### config.mk
export PLATFORM = sky130hd
export DESIGN_NAME = pae_phy_autoneg_energy_detect_sleep_mode_regs
export DESIGN_NICKNAME = d
export VERILOG_FILES = /design/src/pae_pkg.sv /design/src/pae_sleep_if.sv /design/src/pae_phy_autoneg_energy_detect_sleep_mode_regs.sv /design/src/pae_sync3.sv /design/src/pae_sleep_timer.sv
export SDC_FILE = /design/constraint.sdc
export NUM_CORES = 1
export LEC_CHECK = 0
export BUFFER_PORTS_ARGS = -buffer_cell sky130_fd_sc_hd__buf_4
export CORE_MARGIN = 3
export CORE_UTILIZATION = 40
export DETAILED_ROUTE_END_ITERATION = 16
export PLACE_DENSITY = 0.7
export SETUP_SLACK_MARGIN = 0.4
export SLEW_MARGIN = 20
export SYNTH_ARGS = -nofsm -noshare
export SYNTH_HDL_FRONTEND = slang
export SYNTH_SLANG_ARGS = --single-unit
export TNS_END_PERCENT = 1
### constraint.sdc
create_clock -name clk -period 11.7 [get_ports clk]
set_input_delay 1.755 -clock clk [delete_from_list [all_inputs] [get_ports clk]]
set_output_delay 1.755 -clock clk [all_outputs]
set_load 0.02 [all_outputs]
### src/pae_pkg.sv
// Purpose: Constants and helpers for the autoneg and sleep-timing registers
// Assumes: 16-bit management registers reached by 5-bit register index
// Notes: Pulse and window times are in milliseconds and turned into cycles by one count
package pae_pkg;
   localparam logic [4:0] IDX_ADV = 5'h04;
   localparam logic [4:0] IDX_LPA = 5'h05;
   localparam logic [4:0] IDX_EXP = 5'h06;
   localparam logic [4:0] IDX_TMR = 5'h10;
   localparam logic [4:0] IDX_MODE = 5'h11;
   localparam logic [4:0] IDX_SPEC = 5'h12;

   localparam logic [15:0] ADV_RESET = 16'h01E1;
   localparam logic [15:0] ADV_WMASK = 16'h2DFF;
   localparam logic [15:0] LPA_CAPMASK = 16'h2FE0;
   localparam logic [15:0] TMR_RESET = 16'h0000;
   localparam logic [15:0] TMR_WMASK = 16'hFC03;
   localparam logic [4:0] SEL_8023 = 5'h01;
   localparam logic [4:0] ADDR_RESET = 5'h01;

   localparam int ADV_PAUSE_LO = 10;
   localparam int LPA_NP = 15;
   localparam int LPA_ACK = 14;
   localparam int LPA_PAUSE_LO = 10;
   localparam int EXP_PDF = 4;
   localparam int EXP_LPNP = 3;
   localparam int EXP_PR = 1;
   localparam int EXP_LPAN = 0;
   localparam int TMR_TXEN = 15;
   localparam int TMR_TXSEL_LO = 13;
   localparam int TMR_SWAKE = 12;
   localparam int TMR_RXSEL_LO = 10;
   localparam int TMR_XEDPD = 1;
   localparam int TMR_XMAN = 0;
   localparam int MODE_SLEEP_EN = 13;

   typedef logic [12:0] pae_ms_t;
   localparam pae_ms_t TX_MS_00 = 13'd1000;
   localparam pae_ms_t TX_MS_01 = 13'd768;
   localparam pae_ms_t TX_MS_10 = 13'd512;
   localparam pae_ms_t TX_MS_11 = 13'd256;
   localparam pae_ms_t RX_MS_00 = 13'd64;
   localparam pae_ms_t RX_MS_01 = 13'd256;
   localparam pae_ms_t RX_MS_10 = 13'd512;
   localparam pae_ms_t RX_MS_11 = 13'd1000;
   localparam pae_ms_t XOVER_ENERGY_DETECT_SLEEP_MODE_MS = 13'd2976;
   localparam pae_ms_t XOVER_MAN_MS = 13'd1984;

   localparam int MS_NS = 1000000;
   localparam int CLK_PERIOD_NS = 5;
   localparam int CYC_PER_MS_DEF = MS_NS / CLK_PERIOD_NS;

   typedef enum logic [1:0] {
      ST_AWAKE,
      ST_SLEEP,
      ST_WOKE
   } pae_state_e;

   // Latch-high update: a new event beats a clearing read
   function automatic logic lh_next(input logic q, input logic set,
                                    input logic clr);
      return set | (q & ~clr);
   endfunction : lh_next

   function automatic pae_ms_t tx_interval(input logic [1:0] sel);
      case (sel)
         2'b00: return TX_MS_00;
         2'b01: return TX_MS_01;
         2'b10: return TX_MS_10;
         default: return TX_MS_11;
      endcase
   endfunction : tx_interval

   function automatic pae_ms_t rx_window(input logic [1:0] sel);
      case (sel)
         2'b00: return RX_MS_00;
         2'b01: return RX_MS_01;
         2'b10: return RX_MS_10;
         default: return RX_MS_11;
      endcase
   endfunction : rx_window
endpackage : pae_pkg

### src/pae_sleep_if.sv
// Purpose: Carries sleep-timer settings and results between modules
// Assumes: Single clock domain
// Notes: Register side drives settings, timer side drives results
interface pae_sleep_if;
   logic sleep_en;
   logic tx_en;
   logic [1:0] tx_sel;
   logic single_wake;
   logic [1:0] rx_sel;
   logic energy;
   logic rx_nlp;
   logic sleeping;
   logic tx_nlp;
   logic wake;

   modport regs (output sleep_en, output tx_en, output tx_sel,
                 output single_wake, output rx_sel, output energy,
                 output rx_nlp, input sleeping, input tx_nlp, input wake);
   modport tmr (input sleep_en, input tx_en, input tx_sel,
                input single_wake, input rx_sel, input energy,
                input rx_nlp, output sleeping, output tx_nlp, output wake);
endinterface : pae_sleep_if

### src/pae_phy_autoneg_energy_detect_sleep_mode_regs.sv
// Purpose: Autoneg advertise, partner, expansion and sleep-timing registers
// Assumes: Management access pulses and link events are on clk
// Notes: Read data appears one cycle after the read strobe
module pae_phy_autoneg_energy_detect_sleep_mode_regs
   import pae_pkg::*;
#(
   parameter int CYC_PER_MS = CYC_PER_MS_DEF
)
(
   input wire logic clk,
   input wire logic rst,
   input wire logic [4:0] mgmt_phy_addr,
   input wire logic [4:0] mgmt_reg_index,
   input wire logic mgmt_wr_en,
   input wire logic mgmt_rd_en,
   input wire logic [15:0] mgmt_wdata,
   output logic [15:0] mgmt_rdata,
   output logic mgmt_rdata_valid,
   input wire logic lcw_valid,
   input wire logic [15:0] lcw_word,
   input wire logic an_restart,
   input wire logic an_complete,
   input wire logic partner_an_able,
   input wire logic parallel_fault,
   input wire logic rx_nlp_pin,
   input wire logic energy_pin,
   input wire logic auto_mdix_en,
   input wire logic manual_mode,
   output logic [4:0] management_phy_address,
   output logic energy_detect_sleep_mode,
   output logic tx_nlp,
   output logic wake_pulse,
   output logic pause_sym,
   output logic pause_asym,
   output logic [12:0] xover_ext_ms
);
   pae_sleep_if sif ();

   logic [15:0] adv_q, adv_d, tmr_q, tmr_d, lpa_q, lpa_d;
   logic [15:0] rdata_q, rdata_d;
   logic rvalid_q, rvalid_d;
   logic ack_q, ack_d, lpnp_q, lpnp_d;
   logic pdf_q, pdf_d, pr_q, pr_d;
   logic sleep_en_q, sleep_en_d;
   logic [4:0] addr_q, addr_d;
   logic psym_q, psym_d, pasym_q, pasym_d;
   pae_ms_t xov_q, xov_d;
   logic nlp_lvl, nlp_old_q, energy_lvl;
   logic hit_wr, hit_rd, rd_exp;
   logic [15:0] lpa_view, exp_view;
   logic [1:0] lp, la;

   pae_sync3 u_sync_nlp (
      .clk(clk),
      .rst(rst),
      .pin(rx_nlp_pin),
      .level(nlp_lvl)
   );

   pae_sync3 u_sync_energy (
      .clk(clk),
      .rst(rst),
      .pin(energy_pin),
      .level(energy_lvl)
   );

   pae_sleep_timer #(
      .CYC_PER_MS(CYC_PER_MS)
   ) u_sleep (
      .clk(clk),
      .rst(rst),
      .sif(sif)
   );

   assign sif.sleep_en = sleep_en_q;
   assign sif.tx_en = tmr_q[TMR_TXEN];
   assign sif.tx_sel = tmr_q[TMR_TXSEL_LO +: 2];
   assign sif.single_wake = tmr_q[TMR_SWAKE];
   assign sif.rx_sel = tmr_q[TMR_RXSEL_LO +: 2];
   assign sif.energy = energy_lvl;
   assign sif.rx_nlp = nlp_lvl & ~nlp_old_q;

   always_ff @(posedge clk or posedge rst) begin
      if (rst) begin
         nlp_old_q <= 1'b0;
      end else begin
         nlp_old_q <= nlp_lvl;
      end
   end

   // Management access only answers at this device's own address
   always_comb begin
      hit_wr = mgmt_wr_en && (mgmt_phy_addr == addr_q);
      hit_rd = mgmt_rd_en && (mgmt_phy_addr == addr_q);
      rd_exp = hit_rd && (mgmt_reg_index == IDX_EXP);
   end

   // Register views as software sees them
   always_comb begin
      lpa_view = lpa_q & LPA_CAPMASK;
      lpa_view[LPA_ACK] = ack_q;
      lpa_view[4:0] = SEL_8023;
      exp_view = '0;
      exp_view[EXP_PDF] = pdf_q;
      exp_view[EXP_LPNP] = lpnp_q;
      exp_view[EXP_PR] = pr_q;
      exp_view[EXP_LPAN] = partner_an_able;
   end

   // Writable register state
   always_comb begin
      adv_d = adv_q;
      tmr_d = tmr_q;
      sleep_en_d = sleep_en_q;
      addr_d = addr_q;
      if (hit_wr) begin
         unique case (mgmt_reg_index)
            IDX_ADV: adv_d = mgmt_wdata & ADV_WMASK;
            IDX_TMR: tmr_d = mgmt_wdata & TMR_WMASK;
            IDX_MODE: sleep_en_d = mgmt_wdata[MODE_SLEEP_EN];
            IDX_SPEC: addr_d = mgmt_wdata[4:0];
            default: ;
         endcase
      end
   end

   always_ff @(posedge clk or posedge rst) begin
      if (rst) begin
         adv_q <= ADV_RESET;
         tmr_q <= TMR_RESET;
         sleep_en_q <= 1'b0;
         addr_q <= ADDR_RESET;
      end else begin
         adv_q <= adv_d;
         tmr_q <= tmr_d;
         sleep_en_q <= sleep_en_d;
         addr_q <= addr_d;
      end
   end

   // Partner capture and latched expansion flags
   always_comb begin
      lpa_d = lpa_q;
      ack_d = ack_q;
      lpnp_d = lpnp_q;
      if (an_restart) begin
         lpa_d = '0;
         ack_d = 1'b0;
         lpnp_d = 1'b0;
      end
      if (lcw_valid) begin
         lpa_d = lcw_word & LPA_CAPMASK;
         ack_d = 1'b1;
         lpnp_d = lcw_word[LPA_NP];
      end
      pdf_d = lh_next(pdf_q, parallel_fault, rd_exp);
      pr_d = lh_next(pr_q, lcw_valid, rd_exp);
   end

   always_ff @(posedge clk or posedge rst) begin
      if (rst) begin
         lpa_q <= '0;
         ack_q <= 1'b0;
         lpnp_q <= 1'b0;
         pdf_q <= 1'b0;
         pr_q <= 1'b0;
      end else begin
         lpa_q <= lpa_d;
         ack_q <= ack_d;
         lpnp_q <= lpnp_d;
         pdf_q <= pdf_d;
         pr_q <= pr_d;
      end
   end

   // Read port
   always_comb begin
      rdata_d = rdata_q;
      rvalid_d = hit_rd;
      if (hit_rd) begin
         unique case (mgmt_reg_index)
            IDX_ADV: rdata_d = adv_q;
            IDX_LPA: rdata_d = lpa_view;
            IDX_EXP: rdata_d = exp_view;
            IDX_TMR: rdata_d = tmr_q;
            IDX_MODE: rdata_d = 16'(sleep_en_q) << MODE_SLEEP_EN;
            IDX_SPEC: rdata_d = {11'h000, addr_q};
            default: rdata_d = 16'h0000;
         endcase
      end
   end

   always_ff @(posedge clk or posedge rst) begin
      if (rst) begin
         rdata_q <= 16'h0000;
         rvalid_q <= 1'b0;
      end else begin
         rdata_q <= rdata_d;
         rvalid_q <= rvalid_d;
      end
   end

   // Pause resolution keeps symmetric ahead of asymmetric, never both
   always_comb begin
      la = adv_q[ADV_PAUSE_LO +: 2];
      lp = lpa_q[LPA_PAUSE_LO +: 2];
      psym_d = 1'b0;
      pasym_d = 1'b0;
      if (an_complete) begin
         psym_d = la[0] & lp[0];
         pasym_d = la[1] & lp[1] & ~(la[0] & lp[0]);
      end
   end

   // Crossover extension in milliseconds
   always_comb begin
      xov_d = '0;
      if (sif.sleeping && tmr_q[TMR_XEDPD]) begin
         xov_d = XOVER_ENERGY_DETECT_SLEEP_MODE_MS;
      end
      if (auto_mdix_en && manual_mode && tmr_q[TMR_XMAN]) begin
         xov_d = xov_d + XOVER_MAN_MS;
      end
   end

   always_ff @(posedge clk or posedge rst) begin
      if (rst) begin
         psym_q <= 1'b0;
         pasym_q <= 1'b0;
         xov_q <= '0;
      end else begin
         psym_q <= psym_d;
         pasym_q <= pasym_d;
         xov_q <= xov_d;
      end
   end

   assign mgmt_rdata = rdata_q;
   assign mgmt_rdata_valid = rvalid_q;
   assign management_phy_address = addr_q;
   assign energy_detect_sleep_mode = sif.sleeping;
   assign tx_nlp = sif.tx_nlp;
   assign wake_pulse = sif.wake;
   assign pause_sym = psym_q;
   assign pause_asym = pasym_q;
   assign xover_ext_ms = xov_q;
endmodule : pae_phy_autoneg_energy_detect_sleep_mode_regs

### src/pae_sync3.sv
// Purpose: Three-stage pin synchroniser with agreement filter
// Assumes: Input is asynchronous to clk
// Notes: Output follows only when stages two and three agree
module pae_sync3
   import pae_pkg::*;
(
   input wire logic clk,
   input wire logic rst,
   input wire logic pin,
   output logic level
);
   logic s1_q, s2_q, s3_q, lvl_q, lvl_d;

   always_comb begin
      lvl_d = (s2_q == s3_q) ? s3_q : lvl_q;
   end

   always_ff @(posedge clk or posedge rst) begin
      if (rst) begin
         s1_q <= 1'b0;
         s2_q <= 1'b0;
         s3_q <= 1'b0;
         lvl_q <= 1'b0;
      end else begin
         s1_q <= pin;
         s2_q <= s1_q;
         s3_q <= s2_q;
         lvl_q <= lvl_d;
      end
   end

   assign level = lvl_q;
endmodule : pae_sync3

### src/pae_sleep_timer.sv
// Purpose: Energy-detect sleep state, link pulse send and wake detect
// Assumes: rx_nlp is a one-cycle pulse, energy a clean level
// Notes: Millisecond prescaler sets timing grain to one ms
module pae_sleep_timer
   import pae_pkg::*;
#(
   parameter int CYC_PER_MS = CYC_PER_MS_DEF
)
(
   input wire logic clk,
   input wire logic rst,
   pae_sleep_if.tmr sif
);
   localparam int PW = $clog2(CYC_PER_MS + 1);
   localparam logic [PW-1:0] PRE_LAST = PW'(CYC_PER_MS - 1);

   pae_state_e st_q, st_d;
   logic [PW-1:0] pre_q, pre_d;
   pae_ms_t tx_ms_q, tx_ms_d, win_q, win_d;
   logic armed_q, armed_d, txp_q, txp_d, wake_q, wake_d;
   logic slp_q, slp_d;
   logic tick;

   always_comb begin
      tick = (pre_q == PRE_LAST);
      pre_d = tick ? '0 : pre_q + PW'(1);
      st_d = st_q;
      tx_ms_d = tx_ms_q;
      win_d = win_q;
      armed_d = armed_q;
      txp_d = 1'b0;
      wake_d = 1'b0;
      unique case (st_q)
         ST_AWAKE: begin
            tx_ms_d = '0;
            armed_d = 1'b0;
            if (sif.sleep_en && !sif.energy) begin
               st_d = ST_SLEEP;
            end
         end
         ST_SLEEP: begin
            if (sif.tx_en && tick) begin
               if (tx_ms_q + 13'd1 >= tx_interval(sif.tx_sel)) begin
                  tx_ms_d = '0;
                  txp_d = 1'b1;
               end else begin
                  tx_ms_d = tx_ms_q + 13'd1;
               end
            end
            if (armed_q && tick) begin
               if (win_q + 13'd1 >= rx_window(sif.rx_sel)) begin
                  armed_d = 1'b0;
               end else begin
                  win_d = win_q + 13'd1;
               end
            end
            if (sif.rx_nlp) begin
               if (sif.single_wake || armed_q) begin
                  wake_d = 1'b1;
                  st_d = ST_WOKE;
               end else begin
                  armed_d = 1'b1;
                  win_d = '0;
               end
            end
            if (!sif.sleep_en) begin
               st_d = ST_AWAKE;
            end
         end
         ST_WOKE: begin
            // Held awake until energy returns so the link can come up
            if (sif.energy || !sif.sleep_en) begin
               st_d = ST_AWAKE;
            end
         end
      endcase
      // Registered so the sleep indication leaves the block from a flop
      slp_d = (st_d == ST_SLEEP);
   end

   always_ff @(posedge clk or posedge rst) begin
      if (rst) begin
         st_q <= ST_AWAKE;
         pre_q <= '0;
         tx_ms_q <= '0;
         win_q <= '0;
         armed_q <= 1'b0;
         txp_q <= 1'b0;
         wake_q <= 1'b0;
         slp_q <= 1'b0;
      end else begin
         st_q <= st_d;
         pre_q <= pre_d;
         tx_ms_q <= tx_ms_d;
         win_q <= win_d;
         armed_q <= armed_d;
         txp_q <= txp_d;
         wake_q <= wake_d;
         slp_q <= slp_d;
      end
   end

   assign sif.sleeping = slp_q;
   assign sif.tx_nlp = txp_q;
   assign sif.wake = wake_q;
endmodule : pae_sleep_timer

==> flow_metrics.tcl <==
set metrics [dict create \
    synth_ff_type "dfrtp_1" \
    vias 4656 \
    tightest_slew_ns 1.043 \
    wl_per_cell_um 16.25 \
    yosys.area.top_type "dfrtp_1" \
    path_max_fanout 13 \
    fmax_mhz 263.9 \
    status "finished clean" \
    layout_min_cycle_time_ns 3.790 \
    clock_latency_ns 0.42 \
    r2r-start "u_sleep.win_q[2]$_DFFE_PP0P_" \
    path_clk_slew_ns 0.06 \
    hold_violations 0 \
    setup_violations 0 \
    hpwlAfterDp_um 9747 \
    postRouteAntennaNets 0 \
    critPathCaptureType "register" \
    p_per_area_nw_per_um2 143.9 \
    cts_setup_buffers 0 \
    avgSynthCellArea_um2 10.56 \
    rows 44 \
    start_kind "input pin" \
    core-area_um2 14750 \
    grt_pass1_wl_um 23000 \
    drt_iter0_drc 297 \
    drc_errors 0 \
    r2r_end "u_sleep.win_q[0]$_DFFE_PP0P_" \
    io_buffers 81 \
    synth_top_area_share_pct 47.98 \
    diodes 0 \
    tns_ns 0 \
    slew-limit-headroom_pct 30.40 \
    synth.distinct_cells 59 \
    grt_pass1_vias 4782 \
    maxSlewViolCount 0 \
    avgViaCountPerCell 5.458 \
    h-tree-depth 4 \
    synth_warnings 0 \
    synth_top_cells_by_area "dfrtp_1 48%, ha_1 5.1%, mux2_2 5.0%" \
    synthCells 578 \
    gp_congestion 0.8712 \
    crit_type "in -> reg" \
    grt.overflow.total 0 \
    fin_nets 736 \
    power_leakage_nw 3.574 \
    cts_resized 0 \
    fillCellCount 1327 \
    ys_seq_area_share_pct 50.56 \
    routed_wl_um 13860 \
    ys_top_cells_by_count "117 x dfrtp_1, 70 x nand2_1, 33 x o21ai_0" \
    max-vdd-ir-drop_v 0.00009841 \
    cts_made_buffers 17 \
    yosysMostFrequentCell "dfrtp_1" \
    die_w_um 129.5 \
    fp.dieH_um 129.5 \
    finalClockSkew_ns 0.009701 \
    final_layout_size_suffix_gt1_share_pct 23.77 \
    max_cap_viol_count 0 \
    first_pass_iters 4 \
    ios 95 \
    grt_max_degree 74 \
    die_area_um2 16770 \
    r2r_slack_ns 8.34 \
    cts_tree "done" \
    hold_path_depth 0 \
    synth_edf_count 0 \
    ff2ff_path_depth 8 \
    hold_buffers 0 \
    cp.required_ns 12.00 \
    cts_sinks 123 \
    synthArstFlopShare_pct 100.0 \
    grt_usage_pct 17.29 \
    initial_core_util_pct 41.36 \
    antenna_found_initial 0 \
    final_util_pct 50.50 \
    synth_seq_cells 123 \
    worstHoldPathType "reg -> reg" \
    rsz0062_at_grt "false" \
    fin_crit_sh_pct 32.39 \
    arrival_ns 4.09 \
    hp-start "u_sync_nlp.s1_q$_DFF_PP0_" \
    syn_area_um2 6102 \
    min_to "u_sync_nlp.s2_q$_DFF_PP0_" \
    area.growth.synth_to_final_pct 22.10 \
    cts_root_buf "clkbuf_16" \
    clockBufferDepth 2 \
]
## report_power, final
group / leakage [nW] / internal [W] / total (W) / switching [W]
clock: 0.309 / 0.000375 / 0.000571 / 0.000196
sequential: 1.63 / 0.000434 / 0.000440 / 0.00000578
combinational: 1.63 / 0.0000231 / 0.0000618 / 0.0000386
total: 3.57 / 0.000832 / 0.00107 / 0.000240
## final cells by class
class	instances	area, um^2	area share, %
timing repair buffer	83	623.1	8.363
multi-input combinational	414	2793	37.48
sequential	123	3085	41.41
clock inverter	12	186.4	2.502
clock buffer	20	466.7	6.264
tap	184	230.2	3.090
inverter	17	66.31	0.8900
## worst max-delay path, cell delays in order
cell and delay (ns):
buf_4 0.11, nor2b_1 0.25, nand2_1 0.08, nor2_1 0.77, nand2_1 0.65, mux2_2 0.46
## metal layers
layer	global-route usage, %	up-vias	share of wire (%)
met5	0	-	0
met4	6.907	0	1.6
met3	5.812	19	6.1
met2	28.63	120	50
met1	20.86	2309	42
li1	-	2208	-
## worst max path at each step
stage | from | to | slack, ns | depth (start not counted)
6_report | mgmt_reg_index[4] | adv_q[10]$_DFFE_PP0P_ | 7.91 | 6
5_1_grt | mgmt_reg_index[4] | adv_q[11]$_DFFE_PP0P_ | 7.76 | 6
4_1_cts | mgmt_reg_index[4] | adv_q[10]$_DFFE_PP0P_ | 7.91 | 6
3_5_place_dp | mgmt_reg_index[4] | adv_q[10]$_DFFE_PP0P_ | 7.49 | 6
3_3_place_gp | mgmt_reg_index[4] | adv_q[2]$_DFFE_PP0P_ | 7.57 | 6
2_1_floorplan | rst | ack_q$_DFFE_PP0P_ | 6.68 | 1
## placed cells by master, fill, tap and decap left out, types with 4 or more instances in the layout
cell	instances
and3_1	12
a22oi_1	9
nor2b_1	7
a21oi_1	11
nor3_1	12
clkbuf_16	17
a21o_1	8
buf_4	83
and4_1	5
nand2b_1	13
a222oi_1	5
conb_1	5
inv_1	16
mux2_2	27
and2_1	11
bufinv_16	4
a22o_1	9
dfrtp_1	117
o21ai_0	33
xor2_1	14
nor4_1	4
or2_2	4
nor3b_1	4
xnor2_1	16
dfstp_2	6
nand4_1	10
nand2_1	70
ha_1	25
o211ai_1	5
nor2_1	32
nand3_1	24
clkinv_4	4
a211o_1	6
## stage by stage
stage / power (W) / hold WS, ns / instance area (um^2) / instances / setup slack [ns]
4_1_cts: 0.001083 / 0.3517 / 7451 / 853 / 7.914
3_3_place_gp: 0.0005075 / 0.3385 / 6798 / 821 / 7.571
6_report: 0.001072 / 0.3510 / 7451 / 853 / 7.910
5_1_grt: 0.001110 / 0.3531 / 7451 / 853 / 7.757
3_5_place_dp: 0.0005093 / 0.3393 / 6798 / 821 / 7.494
2_1_floorplan: 0.0004851 / 0.3312 / 6117 / 582 / 6.684
## cell families (layout without fill, tap and decap cells)
group,after synthesis,count (layout),share of synthesized area (%)
adders and majority gates,27,27,5.454
and+or+nand+nor,220,220,18.56
other,1,5,0.06145
xor gates and xnor gates,30,30,4.306
AOI/OAI and AO/OA,105,105,12.16
muxes,27,27,4.983
buffers and inverters,45,132,3.916
DFF,123,123,50.56
## sequential cells by signal (all words and copies together), names as in the netlist, 2 cells and up
name / cells
xover_ext_ms: 7
tmr_q: 8
lpa_q: 8
u_sleep.pre_q: 18
mgmt_rdata: 16
u_sleep.st_q: 2
management_phy_address: 5
u_sleep.win_q: 13
adv_q: 12
u_sleep.tx_ms_q: 13
No activity file was read; power rests on OpenSTA's default activity.
